==> config.mk <==
export PLATFORM = sky130hd
export DESIGN_NAME = ddrrp_user_read_path
export DESIGN_NICKNAME = d
export VERILOG_FILES = /design/src/hdl/ddrrp_user_read_path.v /design/src/hdl/ddrrp_bit_ram.v
export VERILOG_INCLUDE_DIRS = /design/src /design/src/hdl
export SDC_FILE = /design/constraint.sdc
export NUM_CORES = 1
export LEC_CHECK = 0
export CORE_ASPECT_RATIO = 2
export CORE_MARGIN = 2
export CORE_UTILIZATION = 50
export DETAILED_ROUTE_END_ITERATION = 10
export DONT_BUFFER_PORTS = 1
export HOLD_SLACK_MARGIN = 0.12
export SKIP_CTS_REPAIR_TIMING = 1
export SLEW_MARGIN = 20
export SYNTH_ARGS = -nofsm -noshare
export SYNTH_HDL_FRONTEND = slang
export SYNTH_HIERARCHICAL = 1
export SYNTH_SLANG_ARGS = --single-unit
==> constraint.sdc <==
create_clock -name ref_clk_in -period 7.6 [get_ports ref_clk_in]
set_clock_uncertainty 0.2 [all_clocks]
set_input_delay 1.52 -clock ref_clk_in [delete_from_list [all_inputs] [get_ports ref_clk_in]]
set_output_delay 1.52 -clock ref_clk_in [all_outputs]
set_load 0.05 [all_outputs]
==> src/hdl/ddrrp_regs.vh <==
/*
 * Constants of the user read path: queue layout, address fields,
 * memory command codes and timing counts.
 * Assumes a 125 MHz user clock and a DDR part with 4 banks.
 */
`ifndef DDRRP_REGS_VH
`define DDRRP_REGS_VH

// ============================================================
// Widths and queue layout
`define DDRRP_DW 8
`define DDRRP_ADDR_W 32
`define DDRRP_OP_W 4
`define DDRRP_CQ_W 36
`define DDRRP_CQ_FULL_LVL 5'h0f
`define DDRRP_CQ_VIS_W 20

// ============================================================
// Opcodes on the queue
`define DDRRP_OP_WRITE 3'h0
`define DDRRP_OP_READ 3'h1

// ============================================================
// Address fields of a queue entry
`define DDRRP_COL_LSB 0
`define DDRRP_COL_W 10
`define DDRRP_ROW_LSB 10
`define DDRRP_ROW_W 13
`define DDRRP_BANK_LSB 23
`define DDRRP_BANK_W 2
`define DDRRP_PRE_ALL_ADDR 13'h0400

// ============================================================
// Memory commands as {ras_n, cas_n, we_n}
`define DDRRP_MC_NOP 3'h7
`define DDRRP_MC_ACT 3'h3
`define DDRRP_MC_RD 3'h5
`define DDRRP_MC_WR 3'h4
`define DDRRP_MC_PRE 3'h2
`define DDRRP_MC_REF 3'h1

// ============================================================
// Timing
`define DDRRP_CLK_PERIOD_NS 8
`define DDRRP_PRE_TO_ACT_CYC 5'h03
`define DDRRP_ACT_TO_RD_CYC 5'h04
`define DDRRP_DEC_WAIT_CYC 5'h01
`define DDRRP_REF_INT_NS 7800
`define DDRRP_REF_INT_CYC (`DDRRP_REF_INT_NS / `DDRRP_CLK_PERIOD_NS)
`define DDRRP_RFC_NS 75
`define DDRRP_RFC_CYC ((`DDRRP_RFC_NS + `DDRRP_CLK_PERIOD_NS - 1) / `DDRRP_CLK_PERIOD_NS)
`define DDRRP_CAL_TIMEOUT 5'h1f

`endif

==> src/hdl/ddrrp_user_read_path.v <==
/*
 * Read path of a DDR controller user interface: shared command queue,
 * row/bank management, refresh, latency calibration, read buffer.
 * Assumes a PHY that captures DQ into rise/fall words and flags the
 * calibration read's arrival; one user clock drives all logic.
 */
// Operation
// - One queue carries both reads and writes
// - Read buffer built from 16x1 bit cells
// - Pop entry, decode opcode, issue memory read or write
// - Measure round trip, time buffer writes
// - Capture timing follows measured round trip, never below CAS latency
// - Valid marks each cycle with read word
// - Open-row read timing chain from queue
// - Row conflict: precharge, activate, then read
// - Conflict spacing: PRE, 3 ACT, 4 READ
// - Open-row hit skips activation
// - Periodic refresh closes all open rows
// - Memory commands launched from rising-edge flops
// - Read outputs come from final register stage
// - Entry holds 32-bit address, 4-bit opcode
`timescale 1ns/1ps
`default_nettype none
`include "ddrrp_regs.vh"

module ddrrp_user_read_path (
    input wire ref_clk_in,
    input wire reset_n_in,
    input wire cmd_queue_write_enable_in,
    input wire [31:0] cmd_queue_address_in,
    input wire [3:0] cmd_queue_opcode_in,
    input wire [2:0] cas_latency_in,
    input wire [7:0] mem_rise_data_in,
    input wire [7:0] mem_fall_data_in,
    input wire mem_data_arrive_in,
    output reg cmd_queue_full_flag_out,
    output reg cmd_queue_empty_out,
    output reg calib_done_out,
    output reg [2:0] mem_cmd_out,
    output reg [1:0] mem_bank_out,
    output reg [12:0] mem_addr_out,
    output wire [15:0] rd_data_out,
    output reg rd_valid_out
);

    localparam [9:0] S_CAL = 10'h001;
    localparam [9:0] S_CALW = 10'h002;
    localparam [9:0] S_IDLE = 10'h004;
    localparam [9:0] S_DEC = 10'h008;
    localparam [9:0] S_PRE = 10'h010;
    localparam [9:0] S_ACT = 10'h020;
    localparam [9:0] S_RPRE = 10'h040;
    localparam [9:0] S_REF = 10'h080;
    localparam [9:0] S_CALA = 10'h100;
    localparam [9:0] S_HOLD = 10'h200;
    localparam integer REF_LAST_I = `DDRRP_REF_INT_CYC - 1;
    localparam integer RFC_LAST_I = `DDRRP_RFC_CYC - 1;
    localparam [9:0] REF_LAST = REF_LAST_I[9:0];
    localparam [4:0] RFC_LAST = RFC_LAST_I[4:0];

    reg [9:0] state_r;
    reg [4:0] cnt_r;
    reg [4:0] cq_wp_r;
    reg [4:0] cq_rp_r;
    reg [19:0] cq_vis_r;
    reg [35:0] ent_r;
    reg [3:0] bank_open_r;
    reg [51:0] row_tab_r;
    reg [2:0] cl_r;
    reg [4:0] cap_idx_r;
    reg [33:0] cap_sr_r;
    reg [4:0] rb_wp_r;
    reg [4:0] rb_rp_r;
    reg [9:0] ref_cnt_r;
    reg ref_pend_r;
    wire [35:0] cq_q;
    wire cq_push;
    wire cq_pop;
    wire [4:0] cq_wp_nxt;
    wire [4:0] cq_rp_nxt;
    wire [4:0] cq_lvl;
    wire [1:0] ent_bank;
    wire [12:0] ent_row;
    wire [12:0] ent_col;
    wire ent_rd;
    wire ent_wr;
    wire [2:0] ent_cmd;
    wire row_hit;
    wire cap_we;
    wire rb_pop;
    wire ref_due;

    // ============================================================
    // Command queue: one ordered stream for reads and writes
    // Full is flagged one entry early so a registered flag never
    // lets a push through into a full queue
    assign cq_push = cmd_queue_write_enable_in & ~cmd_queue_full_flag_out;
    assign cq_pop = state_r[2] & ~cmd_queue_empty_out & ~ref_pend_r;
    assign cq_wp_nxt = cq_wp_r + {4'h0, cq_push};
    assign cq_rp_nxt = cq_rp_r + {4'h0, cq_pop};
    assign cq_lvl = cq_wp_nxt - cq_rp_nxt;

    genvar gi;
    generate
        for (gi = 0; gi < `DDRRP_CQ_W; gi = gi + 1) begin : g_cq
            ddrrp_bit_ram u_cell (
                .clk_in(ref_clk_in),
                .we_in(cq_push),
                .wa_in(cq_wp_r[3:0]),
                .d_in(gi < 32 ? cmd_queue_address_in[gi % 32] :
                      cmd_queue_opcode_in[gi % 4]),
                .ra_in(cq_rp_r[3:0]),
                .q_out(cq_q[gi])
            );
        end
    endgenerate

    // Write pointer reaches the empty flag through a short pipe, so
    // a push shows as not-empty five clocks later
    always @(posedge ref_clk_in) begin
        if (!reset_n_in) begin
            cq_wp_r <= 5'h00;
            cq_rp_r <= 5'h00;
            cq_vis_r <= 20'h00000;
            cmd_queue_full_flag_out <= 1'b0;
            cmd_queue_empty_out <= 1'b1;
        end else begin
            cq_wp_r <= cq_wp_nxt;
            cq_rp_r <= cq_rp_nxt;
            cq_vis_r <= {cq_vis_r[14:0], cq_wp_r};
            cmd_queue_full_flag_out <= (cq_lvl >= `DDRRP_CQ_FULL_LVL);
            cmd_queue_empty_out <= (cq_vis_r[19:15] == cq_rp_nxt);
        end
    end

    // ============================================================
    // Entry decode and open-row lookup
    assign ent_bank = ent_r[`DDRRP_BANK_LSB +: `DDRRP_BANK_W];
    assign ent_row = ent_r[`DDRRP_ROW_LSB +: `DDRRP_ROW_W];
    assign ent_col = {3'h0, ent_r[`DDRRP_COL_LSB +: `DDRRP_COL_W]};
    assign ent_rd = (ent_r[34:32] == `DDRRP_OP_READ);
    assign ent_wr = (ent_r[34:32] == `DDRRP_OP_WRITE);
    assign ent_cmd = ent_rd ? `DDRRP_MC_RD : `DDRRP_MC_WR;
    assign row_hit = bank_open_r[ent_bank] &
                     (row_tab_r[ent_bank * 13 +: 13] == ent_row);

    // ============================================================
    // Refresh timer; a due refresh is taken ahead of queued entries
    assign ref_due = (ref_cnt_r == REF_LAST);
    always @(posedge ref_clk_in) begin
        if (!reset_n_in) begin
            ref_cnt_r <= 10'h000;
            ref_pend_r <= 1'b0;
        end else begin
            ref_cnt_r <= ref_due ? 10'h000 : ref_cnt_r + 10'h001;
            // A new due tick wins over the clear on take-up
            ref_pend_r <= ref_due | (ref_pend_r & ~state_r[2]);
        end
    end

    // ============================================================
    // Sequencer: calibration, then decode, row management, refresh.
    // Commands leave a rising-edge flop here and drive the memory
    // pins directly, giving whole-cycle offsets
    always @(posedge ref_clk_in) begin
        if (!reset_n_in) begin
            state_r <= S_CAL;
            cnt_r <= 5'h00;
            ent_r <= 36'h0;
            bank_open_r <= 4'h0;
            row_tab_r <= 52'h0;
            cl_r <= cas_latency_in;
            cap_idx_r <= 5'h00;
            calib_done_out <= 1'b0;
            mem_cmd_out <= `DDRRP_MC_NOP;
            mem_bank_out <= 2'h0;
            mem_addr_out <= 13'h0000;
        end else begin
            mem_cmd_out <= `DDRRP_MC_NOP;
            cnt_r <= cnt_r + 5'h01;
            case (state_r)
                S_CAL: begin
                    // Open bank 0 row 0 for the training read
                    mem_cmd_out <= `DDRRP_MC_ACT;
                    mem_bank_out <= 2'h0;
                    mem_addr_out <= 13'h0000;
                    cnt_r <= 5'h00;
                    state_r <= S_CALA;
                end
                S_CALA: begin
                    if (cnt_r == `DDRRP_ACT_TO_RD_CYC - 5'h01) begin
                        mem_cmd_out <= `DDRRP_MC_RD;
                        cnt_r <= 5'h00;
                        state_r <= S_CALW;
                    end
                end
                S_CALW: begin
                    // Round trip counted from READ on the bus
                    if (mem_data_arrive_in ||
                        cnt_r == `DDRRP_CAL_TIMEOUT) begin
                        // Extra delay above CL, never below CL itself
                        cap_idx_r <= (cnt_r > {2'h0, cl_r}) ?
                                     cnt_r - 5'h01 :
                                     {2'h0, cl_r} - 5'h01;
                        bank_open_r <= 4'h1;
                        row_tab_r <= 52'h0;
                        calib_done_out <= 1'b1;
                        state_r <= S_IDLE;
                    end
                end
                S_IDLE: begin
                    if (ref_pend_r) begin
                        // Close every row before refreshing
                        mem_cmd_out <= `DDRRP_MC_PRE;
                        mem_addr_out <= `DDRRP_PRE_ALL_ADDR;
                        bank_open_r <= 4'h0;
                        cnt_r <= 5'h00;
                        state_r <= S_RPRE;
                    end else if (cq_pop) begin
                        state_r <= S_HOLD;
                    end
                end
                S_HOLD: begin
                    ent_r <= cq_q;
                    cnt_r <= 5'h00;
                    state_r <= S_DEC;
                end
                S_DEC: begin
                    // One spare beat puts the first command 4 clocks
                    // after the empty flag falls; a dropped entry
                    // leaves bank and address untouched
                    if (cnt_r == `DDRRP_DEC_WAIT_CYC) begin
                        cnt_r <= 5'h00;
                        if (ent_rd || ent_wr) begin
                            mem_bank_out <= ent_bank;
                        end
                        if (!ent_rd && !ent_wr) begin
                            state_r <= S_IDLE;
                        end else if (row_hit) begin
                            mem_cmd_out <= ent_cmd;
                            mem_addr_out <= ent_col;
                            state_r <= S_IDLE;
                        end else if (bank_open_r[ent_bank]) begin
                            mem_cmd_out <= `DDRRP_MC_PRE;
                            mem_addr_out <= 13'h0000;
                            state_r <= S_PRE;
                        end else begin
                            mem_cmd_out <= `DDRRP_MC_ACT;
                            mem_addr_out <= ent_row;
                            state_r <= S_ACT;
                        end
                    end
                end
                S_PRE: begin
                    if (cnt_r == `DDRRP_PRE_TO_ACT_CYC - 5'h01) begin
                        mem_cmd_out <= `DDRRP_MC_ACT;
                        mem_addr_out <= ent_row;
                        cnt_r <= 5'h00;
                        state_r <= S_ACT;
                    end
                end
                S_ACT: begin
                    if (cnt_r == `DDRRP_ACT_TO_RD_CYC - 5'h01) begin
                        mem_cmd_out <= ent_cmd;
                        mem_addr_out <= ent_col;
                        bank_open_r[ent_bank] <= 1'b1;
                        row_tab_r[ent_bank * 13 +: 13] <= ent_row;
                        state_r <= S_IDLE;
                    end
                end
                S_RPRE: begin
                    if (cnt_r == `DDRRP_PRE_TO_ACT_CYC - 5'h01) begin
                        mem_cmd_out <= `DDRRP_MC_REF;
                        cnt_r <= 5'h00;
                        state_r <= S_REF;
                    end
                end
                S_REF: begin
                    if (cnt_r == RFC_LAST) begin
                        state_r <= S_IDLE;
                    end
                end
                default: begin
                    state_r <= S_CAL;
                end
            endcase
        end
    end

    // ============================================================
    // Capture timing: a token per user READ walks a shift line and
    // opens two write beats (burst of four) at the calibrated tap
    assign cap_we = cap_sr_r[cap_idx_r] | cap_sr_r[cap_idx_r + 5'h01];
    always @(posedge ref_clk_in) begin
        if (!reset_n_in) begin
            cap_sr_r <= 34'h0;
        end else begin
            cap_sr_r <= {cap_sr_r[32:0],
                         calib_done_out &
                         (mem_cmd_out == `DDRRP_MC_RD)};
        end
    end

    // ============================================================
    // Read buffer: one 16x1 cell per rise bit and per fall bit.
    // It drains one word a cycle as fast as it fills, so with at
    // most two beats per read it cannot overflow
    generate
        for (gi = 0; gi < 2 * `DDRRP_DW; gi = gi + 1) begin : g_rb
            ddrrp_bit_ram u_cell (
                .clk_in(ref_clk_in),
                .we_in(cap_we),
                .wa_in(rb_wp_r[3:0]),
                .d_in(gi < 8 ? mem_rise_data_in[gi % 8] :
                      mem_fall_data_in[gi % 8]),
                .ra_in(rb_rp_r[3:0]),
                .q_out(rd_data_out[gi])
            );
        end
    endgenerate

    assign rb_pop = (rb_wp_r != rb_rp_r);

    // Word and valid leave from registers in the same cycle, in order
    always @(posedge ref_clk_in) begin
        if (!reset_n_in) begin
            rb_wp_r <= 5'h00;
            rb_rp_r <= 5'h00;
            rd_valid_out <= 1'b0;
        end else begin
            rb_wp_r <= rb_wp_r + {4'h0, cap_we};
            rb_rp_r <= rb_rp_r + {4'h0, rb_pop};
            rd_valid_out <= rb_pop;
        end
    end

endmodule

`default_nettype wire

==> src/hdl/ddrrp_bit_ram.v <==
/*
 * One 16-entry, single-bit dual-port RAM cell with a registered read.
 * Assumes write and read addresses are synchronous to clk_in.
 */
`timescale 1ns/1ps
`default_nettype none

module ddrrp_bit_ram (
    input wire clk_in,
    input wire we_in,
    input wire [3:0] wa_in,
    input wire d_in,
    input wire [3:0] ra_in,
    output reg q_out
);

    reg [15:0] mem_r;

    // ============================================================
    // Storage and registered read port
    // Reset is left out on purpose; contents are valid once written
    always @(posedge clk_in) begin
        if (we_in) begin
            mem_r[wa_in] <= d_in;
        end
        q_out <= mem_r[ra_in];
    end

endmodule

`default_nettype wire

==> key figures <==
Power
  – PD cells: 233 mW/mm^2
  – Leak: 14.4 nW
  – Total power: 10.9 mW
  – VDD IR-drop max: 0.231 mV

Synthesis
  – Largest family of logic cells by synthesized area: simple AND/OR/NAND/NOR gates
  – Syn_area_per_cell: 13.7 um^2
  – Seq/Total Area, Yosys: 62.2%
  – Post-synth top area share: 50.3%
  – Post-synthesis simple-gate area fraction: 16.3%
  – Mux contribution to synthesized area: 15.9%
  – Post-synth EDFFs: 707
  – XOR/XNOR Fraction of Synth Area: 1.18%
  – Distinct cells, synth: 61
  – Ys flop type: edfxtp_1
  – Area contributors post-synth: edfxtp_1 (50%), dfxtp_1 (12%), mux4_1 (11%), nor2_1 (5.4%), mux2i_1 (3.3%)
  – Ys async rst share: 0%
  – Yosys warning count: 6
  – Post-synthesis cell count: 3,079
  – Post-synthesis adder-cell area fraction: 0.965%
  – Mapped Area: 0.0422 mm^2
  – Syn nets: 3,170
  – Compound-Gate Fraction of Synth Area: 2.54%
  – Number of synthesized register bits: 960
  – Yosys top cell by area: edfxtp_1

Run status
  – Outcome: completed

Timing
  – Setup ws final: 3.21 ns
  – Max-slew violations: 0
  – RSZ-0062 raised after global routing: no
  – Max frequency: 228 MHz
  – Slew Limit Headroom: 24.4%
  – Setup_tns: 0 ns
  – Setup Viol. Count Final: 0
  – Tmin final: 4.39 ns
  – Post-route clock period utilization: 57.7%
  – Worst-Margin Slew: 1.13 ns
  – Final hold viol count: 0

Route
  – Post-DR wirelength/cell: 21.6 um
  – Via density: 6.00
  – Drt initial violations: 1,527
  – Final Routed Wirelength: 92.4 mm
  – Residual DRC: 0
  – Drt pass-1 iters: 5
  – Vias: 25,600
  – Post-route ant nets: 0

Place
  – Dpl cell area: 0.0436 mm^2
  – Pre-CTS WS: 3.12 ns
  – PortBufs: 0
  – Post-DP HPWL: 55.6 mm
  – Placer Congestion: 0.817

GRT
  – Met1 Use GR: 21.3%
  – M3 GR Usage: 4.95%
  – Total track usage: 21.3%
  – Vias in the first global route: 27,400
  – First-pass GRT wire length: 144 mm
  – Initial antenna violation count: 3
  – Most used routing layer: met2
  – Aggregate global routing overflow: 0
  – Largest net degree at the start of global routing: 95
  – GR Util met2: 41.8%

Clock tree
  – H-tree Lvls: 3
  – Clock Path Buffers: 3
  – CTS tree: done
  – Clock slew seen by the registers of the worst setup and hold paths: 0.07 ns
  – Total CTS buffers: 85
  – Root Driver: clkbuf_16
  – Clk Latency, worst-skew pair: 0.67 ns
  – Clock sink total: 960

Critical path
  – Reg-to-Reg Start: cap_idx_r[0]
  – Worst stage delay on the critical path: 0.94 ns
  – CP max-delay cell: dfxtp_1
  – Critical path class: reg2reg
  – Cells along the critical path: ha_1 > mux4_2 > mux4_2 > mux2i_1 > nand2_2 > buf_4 > ha_1 > ha_1 > nand3_1 > xor2_1 > nor2_1
  – Most frequent CP cell: ha_1
  – Reg2Reg Depth: 11
  – CP Max Fanout: 65
  – Worst setup EP type: register
  – Setup crit start: cap_idx_r[0]
  – Crit path DAT: 4.71 ns
  – Critical path required time: 7.93 ns
  – Type of origin of the critical path: register

Floorplan
  – Io pins: 97
  – Num rows: 150
  – Die area: 0.0870 mm^2
  – Initial Util: 50.5%
  – Core ar.: 0.0837 mm^2
  – Die W: 210 um
  – Die Y: 415 um

Finish
  – Fill cell count: 6,888
  – Final net count: 3,225
  – Cell area after layout: 0.0465 mm^2
  – Share of cells above drive strength 1: 8.79%
  – Area grow syn2layout: 10.2%
  – Fin util: 55.6%
  – ANT cells: 0

Run
  – Max-cap violations: 0

Hold path
  – Hold depth: 2
  – Worst min-delay path category: reg2reg
  – Worst hold start: g_cq[24].u_cell/q_out
-- through the flow --
| stage | hold slack [ns] | cells |
|---|---|---|
| 2_1_floorplan | 0.212 | 3079 |
| 3_3_place_gp | 0.217 | 4110 |
| 3_5_place_dp | 0.219 | 4110 |
| 4_1_cts | 0.234 | 4270 |
| 5_1_grt | 0.241 | 4271 |
| 6_report | 0.234 | 4271 |
-- cells in the mapped netlist (all sizes together), types with 32 or more instances --
cell type	n
nor3	188
inv	32
mux2i	138
and2	65
mux4	208
edfxtp	707
a21oi	88
nand3	108
or3b	44
nand2	159
dfxtp	253
nand2b	92
clkbuf	48
nor2	611
xor2	33
nand3b	91
-- critical path, delay by kind of cell, from the launching register on --
kind | cells | cell delay, ns
muxes | 3 | 1.23
and+or+nand+nor | 3 | 0.20
DFF | 1 | 0.94
xor gates and xnor gates | 1 | 0.15
buffers and inverters | 1 | 0.32
adders and majority gates | 3 | 1.17
-- where the power goes --
| part | total (mW) | internal (mW) | switching, mW |
|---|---|---|---|
| sequential | 5.84 | 5.70 | 0.146 |
| clock | 4.45 | 2.51 | 1.94 |
| combinational | 0.577 | 0.244 | 0.334 |
| total | 10.9 | 8.45 | 2.42 |
-- cell families after synthesis --
kind of cell,Yosys count
xor gates and xnor gates,57
muxes,346
and+or+nand+nor,1410
AOI/OAI and AO/OA,177
buffers and inverters,97
adders and majority gates,32
DFF,960
-- area by class of cell --
cell class	count	area (um^2)	share of cell area, %
sequential	960	26300	56.6
multi-input combinational	2022	15600	33.5
clock buffer	118	2480	5.33
tap	1064	1330	2.86
clock inverter	42	422	0.906
timing repair buffer	33	251	0.540
inverter	32	123	0.263
-- layout by cell type (no fill, tap or decap), types with 65 or more instances in the layout --
| cell | instances |
|---|---|
| dfxtp_1 | 238 |
| and2_1 | 65 |
| a21oi_1 | 87 |
| nand2b_1 | 92 |
| mux4_1 | 176 |
| nand2_1 | 158 |
| mux2i_1 | 138 |
| clkbuf_16 | 92 |
| nand3b_1 | 91 |
| nor3_1 | 188 |
| nor2_1 | 611 |
| edfxtp_1 | 707 |
| nand3_1 | 108 |
-- flip-flops by register name (all words and copies together) (netlist names), 2 cells and up --
signal / flops
g_rb.u_cell/mem_r: 256
cnt_r: 5
mem_addr_out: 13
cap_idx_r: 5
cq_rp_r: 5
cq_vis_r: 20
rb_wp_r: 5
g_cq.u_cell/mem_r: 448
row_tab_r: 52
g_cq.u_cell/q_out: 28
mem_bank_out: 2
bank_open_r: 4
cq_wp_r: 5
g_rb.u_cell/q_out: 16
cap_sr_r: 32
cl_r: 3
ent_r: 28
rb_rp_r: 5
ref_cnt_r: 10
mem_cmd_out: 3
state_r: 10
-- final timing paths --
kind | to | slack (ns)
max | rb_wp_r[4] | 3.21
min | ent_r[24] | 0.23
max reg2reg | rb_wp_r[4] | 3.21
min reg2reg | ent_r[24] | 0.23
-- per-layer routing --
metal	up-vias	share of wire, %
li1	11900	-
met1	12900	35
met2	663	56
met3	173	6.2
met4	2	2.8
met5	-	0.019
Power figures use the tool's default switching activity.
